### config.mk
export PLATFORM = sky130hd
export DESIGN_NAME = pcs_pll_clock_select
export DESIGN_NICKNAME = d
export VERILOG_FILES = /design/src/verilog/pcs_pkg.sv /design/src/verilog/pcs_pll_clock_select.sv
export SDC_FILE = /design/constraint.sdc
export NUM_CORES = 1
export LEC_CHECK = 0
export BUFFER_PORTS_ARGS = -buffer_cell sky130_fd_sc_hd__buf_4
export CAP_MARGIN = 20
export CORE_MARGIN = 5
export CORE_UTILIZATION = 30
export CTS_CLUSTER_DIAMETER = 100
export DETAILED_ROUTE_END_ITERATION = 7
export GPL_TIMING_DRIVEN = 1
export PLACE_DENSITY_LB_ADDON = 0.1
export REMOVE_ABC_BUFFERS = 1
export SETUP_SLACK_MARGIN = 0.15
export SYNTH_ARGS = -nofsm -noshare
export SYNTH_HDL_FRONTEND = slang
export SYNTH_SLANG_ARGS = --single-unit
export TNS_END_PERCENT = 30
### constraint.sdc
create_clock -name pclk -period 2.35 [get_ports pclk]
set_input_delay 0.47 -clock pclk [delete_from_list [all_inputs] [get_ports pclk]]
set_output_delay 0.47 -clock pclk [all_outputs]
set_load 0.02 [all_outputs]
### src/verilog/pcs_pkg.sv
// ****************************************************************
// Constants for the synthesizer and bus clock select control
// ****************************************************************
package pcs_pkg;

  // ****************************************************************
  // Register map, byte addresses on the APB side
  // ****************************************************************
  localparam logic [7:0] PCS_ADDR_CTRL = 8'h00;   // Control register
  localparam logic [7:0] PCS_ADDR_STATUS = 8'h04; // Clock state readback

  // ****************************************************************
  // Control register field positions
  // ****************************************************************
  localparam int PCS_BIT_SRC = 7;   // Bus clock source select
  localparam int PCS_BIT_WIDE = 6;  // Wide loop bandwidth
  localparam int PCS_BIT_PON = 5;   // Synthesizer power on
  localparam int PCS_BIT_TST = 4;   // Oscillator test isolate
  localparam int PCS_PS_MSB = 1;    // Speed select high bit
  localparam int PCS_PS_LSB = 0;    // Speed select low bit

  // ****************************************************************
  // Values after reset
  // ****************************************************************
  // Power on and test isolate set, speed select 01, rest clear
  localparam logic [7:0] PCS_CTRL_RST = 8'h31;
  localparam logic [7:0] PCS_CTRL_MASK = 8'hF3; // Bits 3:2 read zero

  // ****************************************************************
  // Counts
  // ****************************************************************
  // Feedback counter tap for divide by 256; speed select lowers it
  localparam logic [2:0] PCS_FB_MSB = 3'h7;
  localparam logic [7:0] PCS_FB_CNT_RST = 8'h00;
  localparam logic [1:0] PCS_PRE_CNT_RST = 2'h0; // Timer divide by four

  // ****************************************************************
  // Clock selector states
  // ****************************************************************
  typedef enum logic [3:0] {
    PCS_ST_XTAL = 4'h1,   // Crystal divided by two drives the bus
    PCS_ST_WAIT_X = 4'h2, // Output low, waiting for a crystal edge
    PCS_ST_WAIT_S = 4'h4, // Output low, waiting for a synth edge
    PCS_ST_SYNTH = 4'h8   // Synthesizer output drives the bus
  } pcs_clk_state_e;

endpackage : pcs_pkg

### src/verilog/pcs_pll_clock_select.sv
`timescale 1ns/1ns
module pcs_pll_clock_select (
  input wire logic pclk,
  input wire logic presetn,
  input wire logic psel,
  input wire logic penable,
  input wire logic pwrite,
  input wire logic [7:0] paddr,
  input wire logic [31:0] pwdata,
  output logic [31:0] prdata,
  output logic pready,
  output logic pslverr,
  input wire logic crystal_input,
  input wire logic synth_output_clock,
  input wire logic test_mode,
  input wire logic stop_req,
  input wire logic stop_exit_irq,
  input wire logic stop_exit_other,
  output logic synth_enable,
  output logic hi_bw_drive_en,
  output logic lo_bw_drive_en,
  output logic feedback_clock,
  output logic bus_clock_out,
  output logic timer_clock_out,
  output logic clock_switching,
  output logic stop_active
);
  import pcs_pkg::*;

  // ****************************************************************
  // State
  // ****************************************************************
  logic pready_ff, nxt_pready;         // Access phase answer
  logic pslverr_ff, nxt_pslverr;       // Unmapped address flag
  logic [31:0] prdata_ff, nxt_prdata;  // Read data
  logic [7:0] ctrl_ff, nxt_ctrl;       // Control register
  logic [7:0] save_ff, nxt_save;       // Setup kept across stop
  logic stop_ff, nxt_stop;             // Stop mode active
  logic x_q_ff, s_q_ff;                // Previous input levels
  logic xdiv_ff, nxt_xdiv;             // Crystal divided by two
  pcs_clk_state_e clk_st_ff, nxt_clk_st;
  logic bus_clk_ff, nxt_bus_clk;       // Selected clock
  logic [1:0] pre_cnt_ff, nxt_pre_cnt; // Timer prescaler
  logic timer_clk_ff, nxt_timer_clk;
  logic [7:0] fb_cnt_ff, nxt_fb_cnt;   // Feedback divider
  logic fb_ff, nxt_fb;
  logic syn_en_ff, hi_bw_ff, lo_bw_ff, sw_ff;
  logic nxt_sw;

  logic wr_en;                         // Control write completes
  logic x_rise, s_rise;                // Input rising edges
  logic [2:0] fb_tap;                  // Feedback tap index
  logic [7:0] wd;                      // Written byte

  assign wr_en = psel & penable & pready_ff & pwrite & ~stop_ff &
                 (paddr == PCS_ADDR_CTRL);
  assign x_rise = crystal_input & ~x_q_ff;
  assign s_rise = synth_output_clock & ~s_q_ff;
  assign wd = pwdata[7:0];

  // ****************************************************************
  // APB slave, one wait state on every access
  // ****************************************************************
  always_comb begin
    nxt_pready = psel & penable & ~pready_ff;
    nxt_pslverr = 1'b0;
    nxt_prdata = 32'h0000_0000;
    if (psel & penable & ~pready_ff) begin
      unique case (paddr)
        // Control register readback
        PCS_ADDR_CTRL: begin
          nxt_prdata = {24'h00_0000, ctrl_ff};
        end
        // Live clock selector state
        PCS_ADDR_STATUS: begin
          nxt_prdata = {26'h0, stop_ff, sw_ff, clk_st_ff};
        end
        // Unmapped address answers with an error
        default: begin
          nxt_pslverr = 1'b1;
        end
      endcase
    end
  end

  // Bus answer registers
  always_ff @(posedge pclk or negedge presetn) begin
    if (!presetn) begin
      pready_ff <= 1'b0;
      pslverr_ff <= 1'b0;
      prdata_ff <= 32'h0000_0000;
    end else begin
      pready_ff <= nxt_pready;
      pslverr_ff <= nxt_pslverr;
      prdata_ff <= nxt_prdata;
    end
  end

  // ****************************************************************
  // Control register, interlocks and stop handling
  // ****************************************************************
  always_comb begin
    nxt_ctrl = ctrl_ff;
    nxt_save = save_ff;
    nxt_stop = stop_ff;
    if (stop_ff) begin
      if (stop_exit_irq) begin
        nxt_ctrl = save_ff;
        nxt_ctrl[PCS_BIT_SRC] = 1'b0;
        nxt_stop = 1'b0;
      end else if (stop_exit_other) begin
        nxt_ctrl = PCS_CTRL_RST;
        nxt_stop = 1'b0;
      end
    end else if (stop_req) begin
      nxt_save = ctrl_ff;
      nxt_ctrl[PCS_BIT_SRC] = 1'b0;
      nxt_ctrl[PCS_BIT_PON] = 1'b0;
      nxt_stop = 1'b1;
    end else if (wr_en) begin
      nxt_ctrl[PCS_BIT_WIDE] = wd[PCS_BIT_WIDE];
      nxt_ctrl[PCS_PS_MSB:PCS_PS_LSB] = wd[PCS_PS_MSB:PCS_PS_LSB];
      if (!(wd[PCS_BIT_SRC] & ~ctrl_ff[PCS_BIT_SRC] &
            ~ctrl_ff[PCS_BIT_PON])) begin
        nxt_ctrl[PCS_BIT_SRC] = wd[PCS_BIT_SRC];
      end
      // power-on clear needs prior source clear
      if (!(~wd[PCS_BIT_PON] & ctrl_ff[PCS_BIT_SRC])) begin
        nxt_ctrl[PCS_BIT_PON] = wd[PCS_BIT_PON];
      end
      // test isolate clears only in test mode
      if (wd[PCS_BIT_TST] | test_mode) begin
        nxt_ctrl[PCS_BIT_TST] = wd[PCS_BIT_TST];
      end
      nxt_ctrl = nxt_ctrl & PCS_CTRL_MASK;
    end
  end

  // Control registers
  always_ff @(posedge pclk or negedge presetn) begin
    if (!presetn) begin
      ctrl_ff <= PCS_CTRL_RST;
      save_ff <= PCS_CTRL_RST;
      stop_ff <= 1'b0;
    end else begin
      ctrl_ff <= nxt_ctrl;
      save_ff <= nxt_save;
      stop_ff <= nxt_stop;
    end
  end

  // ****************************************************************
  // Clock selector with glitch-free switch-over
  // ****************************************************************
  always_comb begin
    nxt_xdiv = xdiv_ff ^ x_rise;
    nxt_clk_st = clk_st_ff;
    unique case (clk_st_ff)
      // Crystal source, leave when source bit set
      PCS_ST_XTAL: begin
        if (ctrl_ff[PCS_BIT_SRC]) begin
          nxt_clk_st = PCS_ST_WAIT_X;
        end
      end
      // Wait for a crystal edge
      PCS_ST_WAIT_X: begin
        if (x_rise) begin
          nxt_clk_st = PCS_ST_WAIT_S;
        end
      end
      // Wait for a synth edge, then take the current choice
      PCS_ST_WAIT_S: begin
        if (s_rise) begin
          nxt_clk_st = ctrl_ff[PCS_BIT_SRC] ? PCS_ST_SYNTH : PCS_ST_XTAL;
        end
      end
      // Synth source, leave when source bit cleared
      PCS_ST_SYNTH: begin
        if (!ctrl_ff[PCS_BIT_SRC]) begin
          nxt_clk_st = PCS_ST_WAIT_X;
        end
      end
      // Illegal code recovers to the crystal
      default: begin
        nxt_clk_st = PCS_ST_XTAL;
      end
    endcase
    unique case (clk_st_ff)
      PCS_ST_XTAL: begin
        nxt_bus_clk = xdiv_ff;
      end
      PCS_ST_SYNTH: begin
        nxt_bus_clk = s_q_ff;
      end
      default: begin
        nxt_bus_clk = 1'b0;
      end
    endcase
    nxt_sw = (nxt_clk_st == PCS_ST_WAIT_X) |
             (nxt_clk_st == PCS_ST_WAIT_S);
    // timer clock is selector over four
    nxt_pre_cnt = pre_cnt_ff;
    if (nxt_bus_clk & ~bus_clk_ff) begin
      nxt_pre_cnt = pre_cnt_ff + 2'h1;
    end
    nxt_timer_clk = nxt_pre_cnt[1];
  end

  // Selector registers
  always_ff @(posedge pclk or negedge presetn) begin
    if (!presetn) begin
      x_q_ff <= 1'b0;
      s_q_ff <= 1'b0;
      xdiv_ff <= 1'b0;
      clk_st_ff <= PCS_ST_XTAL;
      bus_clk_ff <= 1'b0;
      sw_ff <= 1'b0;
      pre_cnt_ff <= PCS_PRE_CNT_RST;
      timer_clk_ff <= 1'b0;
    end else begin
      x_q_ff <= crystal_input;
      s_q_ff <= synth_output_clock;
      xdiv_ff <= nxt_xdiv;
      clk_st_ff <= nxt_clk_st;
      bus_clk_ff <= nxt_bus_clk;
      sw_ff <= nxt_sw;
      pre_cnt_ff <= nxt_pre_cnt;
      timer_clk_ff <= nxt_timer_clk;
    end
  end

  // ****************************************************************
  // Feedback divider and loop drivers
  // ****************************************************************
  always_comb begin
    // tap moves down one per speed step
    fb_tap = PCS_FB_MSB - {1'b0, ctrl_ff[PCS_PS_MSB:PCS_PS_LSB]};
    nxt_fb_cnt = fb_cnt_ff;
    if (!ctrl_ff[PCS_BIT_PON]) begin
      nxt_fb_cnt = PCS_FB_CNT_RST;
    end else if (s_rise) begin
      nxt_fb_cnt = fb_cnt_ff + 8'h01;
    end
    nxt_fb = fb_cnt_ff[fb_tap];
  end

  // Divider and driver registers
  always_ff @(posedge pclk or negedge presetn) begin
    if (!presetn) begin
      fb_cnt_ff <= PCS_FB_CNT_RST;
      fb_ff <= 1'b0;
      syn_en_ff <= 1'b0;
      hi_bw_ff <= 1'b0;
      lo_bw_ff <= 1'b0;
    end else begin
      fb_cnt_ff <= nxt_fb_cnt;
      fb_ff <= nxt_fb;
      syn_en_ff <= ctrl_ff[PCS_BIT_PON];
      hi_bw_ff <= ctrl_ff[PCS_BIT_WIDE];
      // test isolate clear disables low path
      lo_bw_ff <= ctrl_ff[PCS_BIT_TST];
    end
  end

  assign prdata = prdata_ff;
  assign pready = pready_ff;
  assign pslverr = pslverr_ff;
  assign synth_enable = syn_en_ff;
  assign hi_bw_drive_en = hi_bw_ff;
  assign lo_bw_drive_en = lo_bw_ff;
  assign feedback_clock = fb_ff;
  assign bus_clock_out = bus_clk_ff;
  assign timer_clock_out = timer_clk_ff;
  assign clock_switching = sw_ff;
  assign stop_active = stop_ff;
endmodule : pcs_pll_clock_select
==> results_dict.tcl, run 1 <==
set metrics [dict create \
    status "completed" \
    synth_top_cell_by_area "dfrtp_1" \
    cts_buffers 5 \
    power.density_mw_per_mm2 805 \
    worst_path_max_delay_cell "or4_4" \
    nets 303 \
    clockBufferDepth 2 \
    rsz0062_at_grt "no" \
    fin_ws_ns 0.533 \
    grt_pass1_wl_um 7750 \
    dieArea_mm2 0.00960 \
    synth_top_area_share_pct 45.3 \
    globalplace.congestion 0.709 \
    tritoncts "yes" \
    clock-root-buffer "clkbuf_8" \
    synth_ff_type "dfrtp_1" \
    cts_hold_buf 0 \
    num_vias 1536 \
    avgSynthCellArea_um2 11.2 \
    worstSetupEndpointType "register" \
    post-place-ws_ns 0.202 \
    fp.dieH_um 98.0 \
    route.detailed.drc 0 \
    dpl.cell_count 346 \
    worstSkewPairLatency_ns 0.30 \
    criticalPathCategory "in -> reg" \
    finalSetupViolations 0 \
    arrival_ns 2.00 \
    clk_pin_slew_ns 0.09 \
    synth.distinct_cells 45 \
    dr.max_layer_used "met4" \
    rows 32 \
    power.leakage_nw 1.34 \
    max_cap_viol_count 0 \
    dr_wl_met3_um 230 \
    fin_setup_tns_ns 0 \
    hold_class "in -> async" \
    final_cell_area_mm2 0.00278 \
    place_area_mm2 0.00267 \
    ctsResizeCount 0 \
    ant_nets 0 \
    fin_crit_sh_pct 77.3 \
    wl_per_cell_um 13.0 \
    syn-cell-area_mm2 0.00232 \
    area_growth_pct 19.8 \
    netlist_instances 208 \
    synth_warnings 0 \
    htree_levels 2 \
    drt-met1-wl_um 2070 \
    portBuffers 42 \
    ir_worst_vdd_mv 0.228 \
    synth.most_common_cell "dfrtp_1" \
    route.met2.wl_um 2230 \
    worst_clock_skew_ns 0.0119 \
    grt_max_degree 50 \
    routed_wirelength_um 4610 \
    grt_usage_pct 10.1 \
    period_needed_ns 1.82 \
    yosys-top-cells-area "dfrtp_1 (45%), dfstp_2 (7.9%), buf_4 (7.8%)" \
    io_pins 93 \
    die-width_um 98.0 \
    worstMarginPinSlew_ns 0.702 \
    dp_hpwl_um 3330 \
    crit_path_cell_trace "buf_4 > or4_4 > nor4_4 > a21oi_1 > a32o_1" \
    seq_area_frac_synth_pct 53.2 \
    critPathMaxFanout 9 \
    slew-limit-headroom_pct 53.2 \
    synth_edf_count 0 \
    critPathBufInv 1 \
    first_pass_iters 4 \
    first_global_vias 1515 \
    hold_viol 0 \
    max_freq_mhz 551 \
    drt_iter0_drc 52 \
    synthTopCellsByCount "dfrtp_1 (42), buf_4 (24), nor2_1 (15)" \
    layout-drive-gt1-share_pct 29.4 \
    post_layout_nonfiller_instances 354 \
    antenna_cells 0 \
    slew_viol_final 0 \
    synthArstFlopShare_pct 100 \
    grt_remaining_overflow 0 \
    start_kind "input port" \
    fp.coreArea_mm2 0.00765 \
    viasPerCell 4.34 \
    slowest_delay_ns 0.55 \
    cts_setup_buffers 0 \
    cts_sinks 49 \
    start_util_pct 30.4 \
    synth_seq_cells 49 \
    antenna_found_initial 0 \
    crit_required_ns 2.54 \
    crit_family "simple AND/OR/NAND/NOR gates" \
]
[stage by stage]
step	utilization [%]	total power, mW	hold slack, ns
2_1_floorplan	-	1.44	0.174
3_3_place_gp	34.9	1.64	0.423
3_5_place_dp	34.9	1.65	0.423
4_1_cts	36.4	2.28	0.201
5_1_grt	36.4	2.38	0.233
6_report	36.4	2.24	0.168
[flip-flops by register name, indices dropped and copies added, names as in the netlist]
register,flops
ctrl_ff,8
fb_cnt_ff,8
prdata,8
save_ff,7
clk_st_ff,4
pre_cnt_ff,2
bus_clock_out,1
clock_switching,1
feedback_clock,1
hi_bw_drive_en,1
lo_bw_drive_en,1
pready,1
pslverr,1
s_q_ff,1
stop_active,1
synth_enable,1
x_q_ff,1
xdiv_ff,1
[path summary, 6_finish.rpt]
kind                                        start                        to  slack, ns  cells after the start
max reg2reg                 stop_active$_DFF_PN0_    ctrl_ff[1]$_DFFE_PN0P_       0.70                      3
min reg2reg                ctrl_ff[4]$_DFFE_PN1P_  lo_bw_drive_en$_DFF_PN0_       0.45                      0
min                                       presetn    save_ff[1]$_DFFE_PN0P_       0.17                      1
min in group pclk              synth_output_clock          s_q_ff$_DFF_PN0_       0.28                      1
max                                      paddr[5]    ctrl_ff[3]$_DFFE_PN0P_       0.53                      5
max in group asynchronous                 presetn       prdata[3]$_DFF_PN0_       1.76                      1
[per-layer routing]
| layer | GRT usage, % | vias to the layer above |
|---|---|---|
| met5 | 0 | - |
| met4 | 4.79 | 0 |
| met3 | 2.14 | 7 |
| met2 | 15.4 | 40 |
| met1 | 13.6 | 739 |
| li1 | - | 750 |
[power breakdown]
| group | internal [mW] | switching, mW | leakage (nW) |
|---|---|---|---|
| Clock | 0.347 | 0.275 | 0.0585 |
| Sequential | 1.01 | 0.138 | 0.630 |
| Combinational | 0.231 | 0.239 | 0.651 |
[worst register-to-register path, delay by kind of cell, from the launching register on]
kind            cells  cell delay [ns]
compound gates      2             0.78
flops               1             0.60
simple gates        1             0.12
[cell usage in the layout, fill, tap and decap left out, drive strengths merged, types with 6 or more instances in the layout]
| cell | count |
|---|---|
| nor2b | 8 |
| clkbuf | 7 |
| nor2 | 15 |
| conb | 24 |
| mux2i | 7 |
| nand2 | 12 |
| and2 | 7 |
| dfrtp | 42 |
| mux2 | 7 |
| buf | 46 |
| xnor2 | 6 |
| dfstp | 7 |
| a21oi | 6 |
[area by class of cell]
cell class | count | area, um2
Inverter | 2 | 7.51
Sequential cell | 49 | 1230
Clock inverter | 1 | 30.0
Timing Repair Buffer | 46 | 345
Clock buffer | 7 | 86.3
Multi-Input combinational cell | 147 | 951
Tap cell | 102 | 128
Fill cell | 780 | 4860
[cells by family (layout without fill, tap and decap cells)]
logic type	after synthesis	after routing	share of synthesized area (%)
other cells	1	24	0.161
buf+inv	35	56	9.59
compound gates	30	30	9.16
simple gates	66	66	15.8
fa+ha+maj	1	1	0.539
flops	49	49	53.2
mux	15	15	7.38
xor+xnor	11	11	4.15
No activity file was read; power rests on OpenSTA's default activity.
==> run 2: changes to the inputs <==
Clock period 2.35 ns to 1.7 ns, I/O delays scaled along.
==> run 2 against run 1 <==
  * Via count is 2.3% higher
  * Die area did not move
  * Critical endpoint is now ctrl_ff[7]$_DFFE_PN0P_
  * Design area is 2.0% higher
  * Register-to-register slack lost 0.52 ns
  * Critical path depth rose by 2
  * Sequential power is 37% higher
  * First-iteration DRC count decreased by 29%
  * Final cell count increased by 2.0%
  * Utilization is 0.74 points higher
  * Highest routed layer unchanged
==> results_dict.tcl, run 2 (synthesis results as in run 1) <==
set metrics [dict create \
    status "completed" \
    grt_max_degree 50 \
    clk_pin_slew_ns 0.08 \
    slew_viol_final 0 \
    power.density_mw_per_mm2 1050 \
    start_kind "input port" \
    worstMarginPinSlew_ns 0.625 \
    first_global_vias 1555 \
    antenna_cells 0 \
    max_cap_viol_count 0 \
    cts_sinks 49 \
    swShare_pct 30.1 \
    wl_per_cell_um 13.4 \
    die-width_um 98.0 \
    finalSetupViolations 0 \
    route.detailed.drc 0 \
    worst_path_max_delay_cell "or4_4" \
    crit_path_cell_trace "buf_4 > or4_4 > nor4_4 > buf_4 > a2bb2oi_4 > a21oi_1 > a21oi_1" \
    hold_class "in -> async" \
    power.leakage_nw 1.37 \
    p_int_mw 2.08 \
    nets 310 \
    p_switching_uw 898 \
    slowest_delay_ns 0.55 \
    crit_family "simple AND/OR/NAND/NOR gates" \
    worstSetupEndpointType "register" \
    layout-drive-gt1-share_pct 32.4 \
    mostFrequentLayoutCells "buf_4 (53), dfrtp_1 (42), conb_1 (24)" \
    post-place-ws_ns -0.314 \
    criticalPathCategory "in -> reg" \
    final_common_cell "buf_4" \
    clock-root-buffer "clkbuf_8" \
    worst_clock_skew_ns 0.00323 \
    globalplace.congestion 0.707 \
    cts_hold_buf 0 \
    tritoncts "yes" \
    grt_pass1_wl_um 7870 \
    ant_nets 0 \
    rows 32 \
    hold_viol 0 \
    dieArea_mm2 0.00960 \
    fp.coreArea_mm2 0.00765 \
    design_power_total_mw 2.98 \
    grt_remaining_overflow 0 \
    drt_iter0_drc 37 \
    fin_setup_tns_ns 0 \
    hold_ws_ns 0.0606 \
    combPwrFrac_pct 24.1 \
    start_util_pct 30.4 \
    max_freq_mhz 652 \
    fin_crit_sh_pct 90.2 \
    area_growth_pct 22.3 \
    slew-limit-headroom_pct 58.3 \
    htree_levels 2 \
    first_pass_iters 4 \
    portBuffers 42 \
    fp.dieH_um 98.0 \
    fin_ws_ns 0.166 \
    antenna_found_initial 0 \
    critPathMaxFanout 3 \
    num_vias 1571 \
    critPathBufInv 2 \
    cts_buffers 5 \
    routed_wirelength_um 4830 \
    viasPerCell 4.35 \
    crit_required_ns 1.92 \
    final_util_pct 37.1 \
    pwr-share-seq_pct 52.7 \
    clkPwrFrac_pct 23.2 \
    io_pins 93 \
    dp_hpwl_um 3450 \
    clockBufferDepth 2 \
    period_needed_ns 1.53 \
    grt_usage_pct 10.1 \
    ir_worst_vdd_mv 0.334 \
    arrival_ns 1.75 \
    rsz0062_at_grt "yes" \
    worstSkewPairLatency_ns 0.29 \
]
run 2: cell types whose count changed in the layout (fill, tap and decap cells not counted):
| cell | change |
|---|---|
| bufinv_16 | -1 |
| a2bb2oi_4 | +1 |
| clkbuf_1 | +1 |
| nor2b_2 | +1 |
| a2bb2oi_2 | -1 |
| buf_4 | +7 |
| nor2b_4 | +1 |
| a21oi_1 | -1 |
| a211oi_2 | +1 |
| a21oi_2 | +1 |
| nor2b_1 | -2 |
| a211oi_1 | -1 |
run 2: path summary, 6_finish.rpt:
path / start / to / slack [ns] / depth (start not counted)
max: paddr[5] / ctrl_ff[7]$_DFFE_PN0P_ / 0.17 / 7
max reg2reg: stop_active$_DFF_PN0_ / ctrl_ff[5]$_DFFE_PN1P_ / 0.18 / 5
min in group pclk: synth_output_clock / s_q_ff$_DFF_PN0_ / 0.16 / 1
min reg2reg: ctrl_ff[4]$_DFFE_PN1P_ / lo_bw_drive_en$_DFF_PN0_ / 0.43 / 0
min: presetn / fb_cnt_ff[3]$_DFFE_PN0P_ / 0.06 / 1
max in group asynchronous: presetn / hi_bw_drive_en$_DFF_PN0_ / 1.22 / 1
run 2: area by class of cell:
| class | instances | area, um2 |
|---|---|---|
| multi-input combinational | 147 | 981 |
| clock buffer | 8 | 90.1 |
| timing repair buffer | 53 | 398 |
| fill | 779 | 4810 |
| inverter | 2 | 7.51 |
| sequential | 49 | 1230 |
| tap | 102 | 128 |
run 2: repair_timing:
| item | CTS | global route |
|---|---|---|
| resized for setup | 4 | 2 |
| buffers inserted | 1 | 1 |
| endpoints found under the setup margin | 11 | 12 |
| pin swaps | 1 | 0 |
run 2: per-layer routing:
metal	wire length [um]	share of wire, %	track usage, %
met5	0	0	0
met4	57	1.2	3.83
met3	218	4.5	2.00
met2	2300	48	15.7
met1	2250	47	13.9
run 2: stage by stage:
step | cell area [um2] | std cells
global route | 2840 | 361
finish | 2840 | 361
detailed placement | 2700 | 351
CTS | 2820 | 360
floorplan | 2190 | 198
global placement | 2700 | 351
run 2: power groups by stage:
| stage | clock network [mW] | logic (mW) | registers [mW] |
|---|---|---|---|
| finish | 0.692 | 0.718 | 1.57 |
| global route | 0.785 | 0.794 | 1.60 |
| CTS | 0.743 | 0.716 | 1.58 |
| detailed placement | 0 | 0.696 | 1.60 |
| global placement | 0 | 0.691 | 1.59 |
| floorplan | 0 | 0.359 | 1.63 |
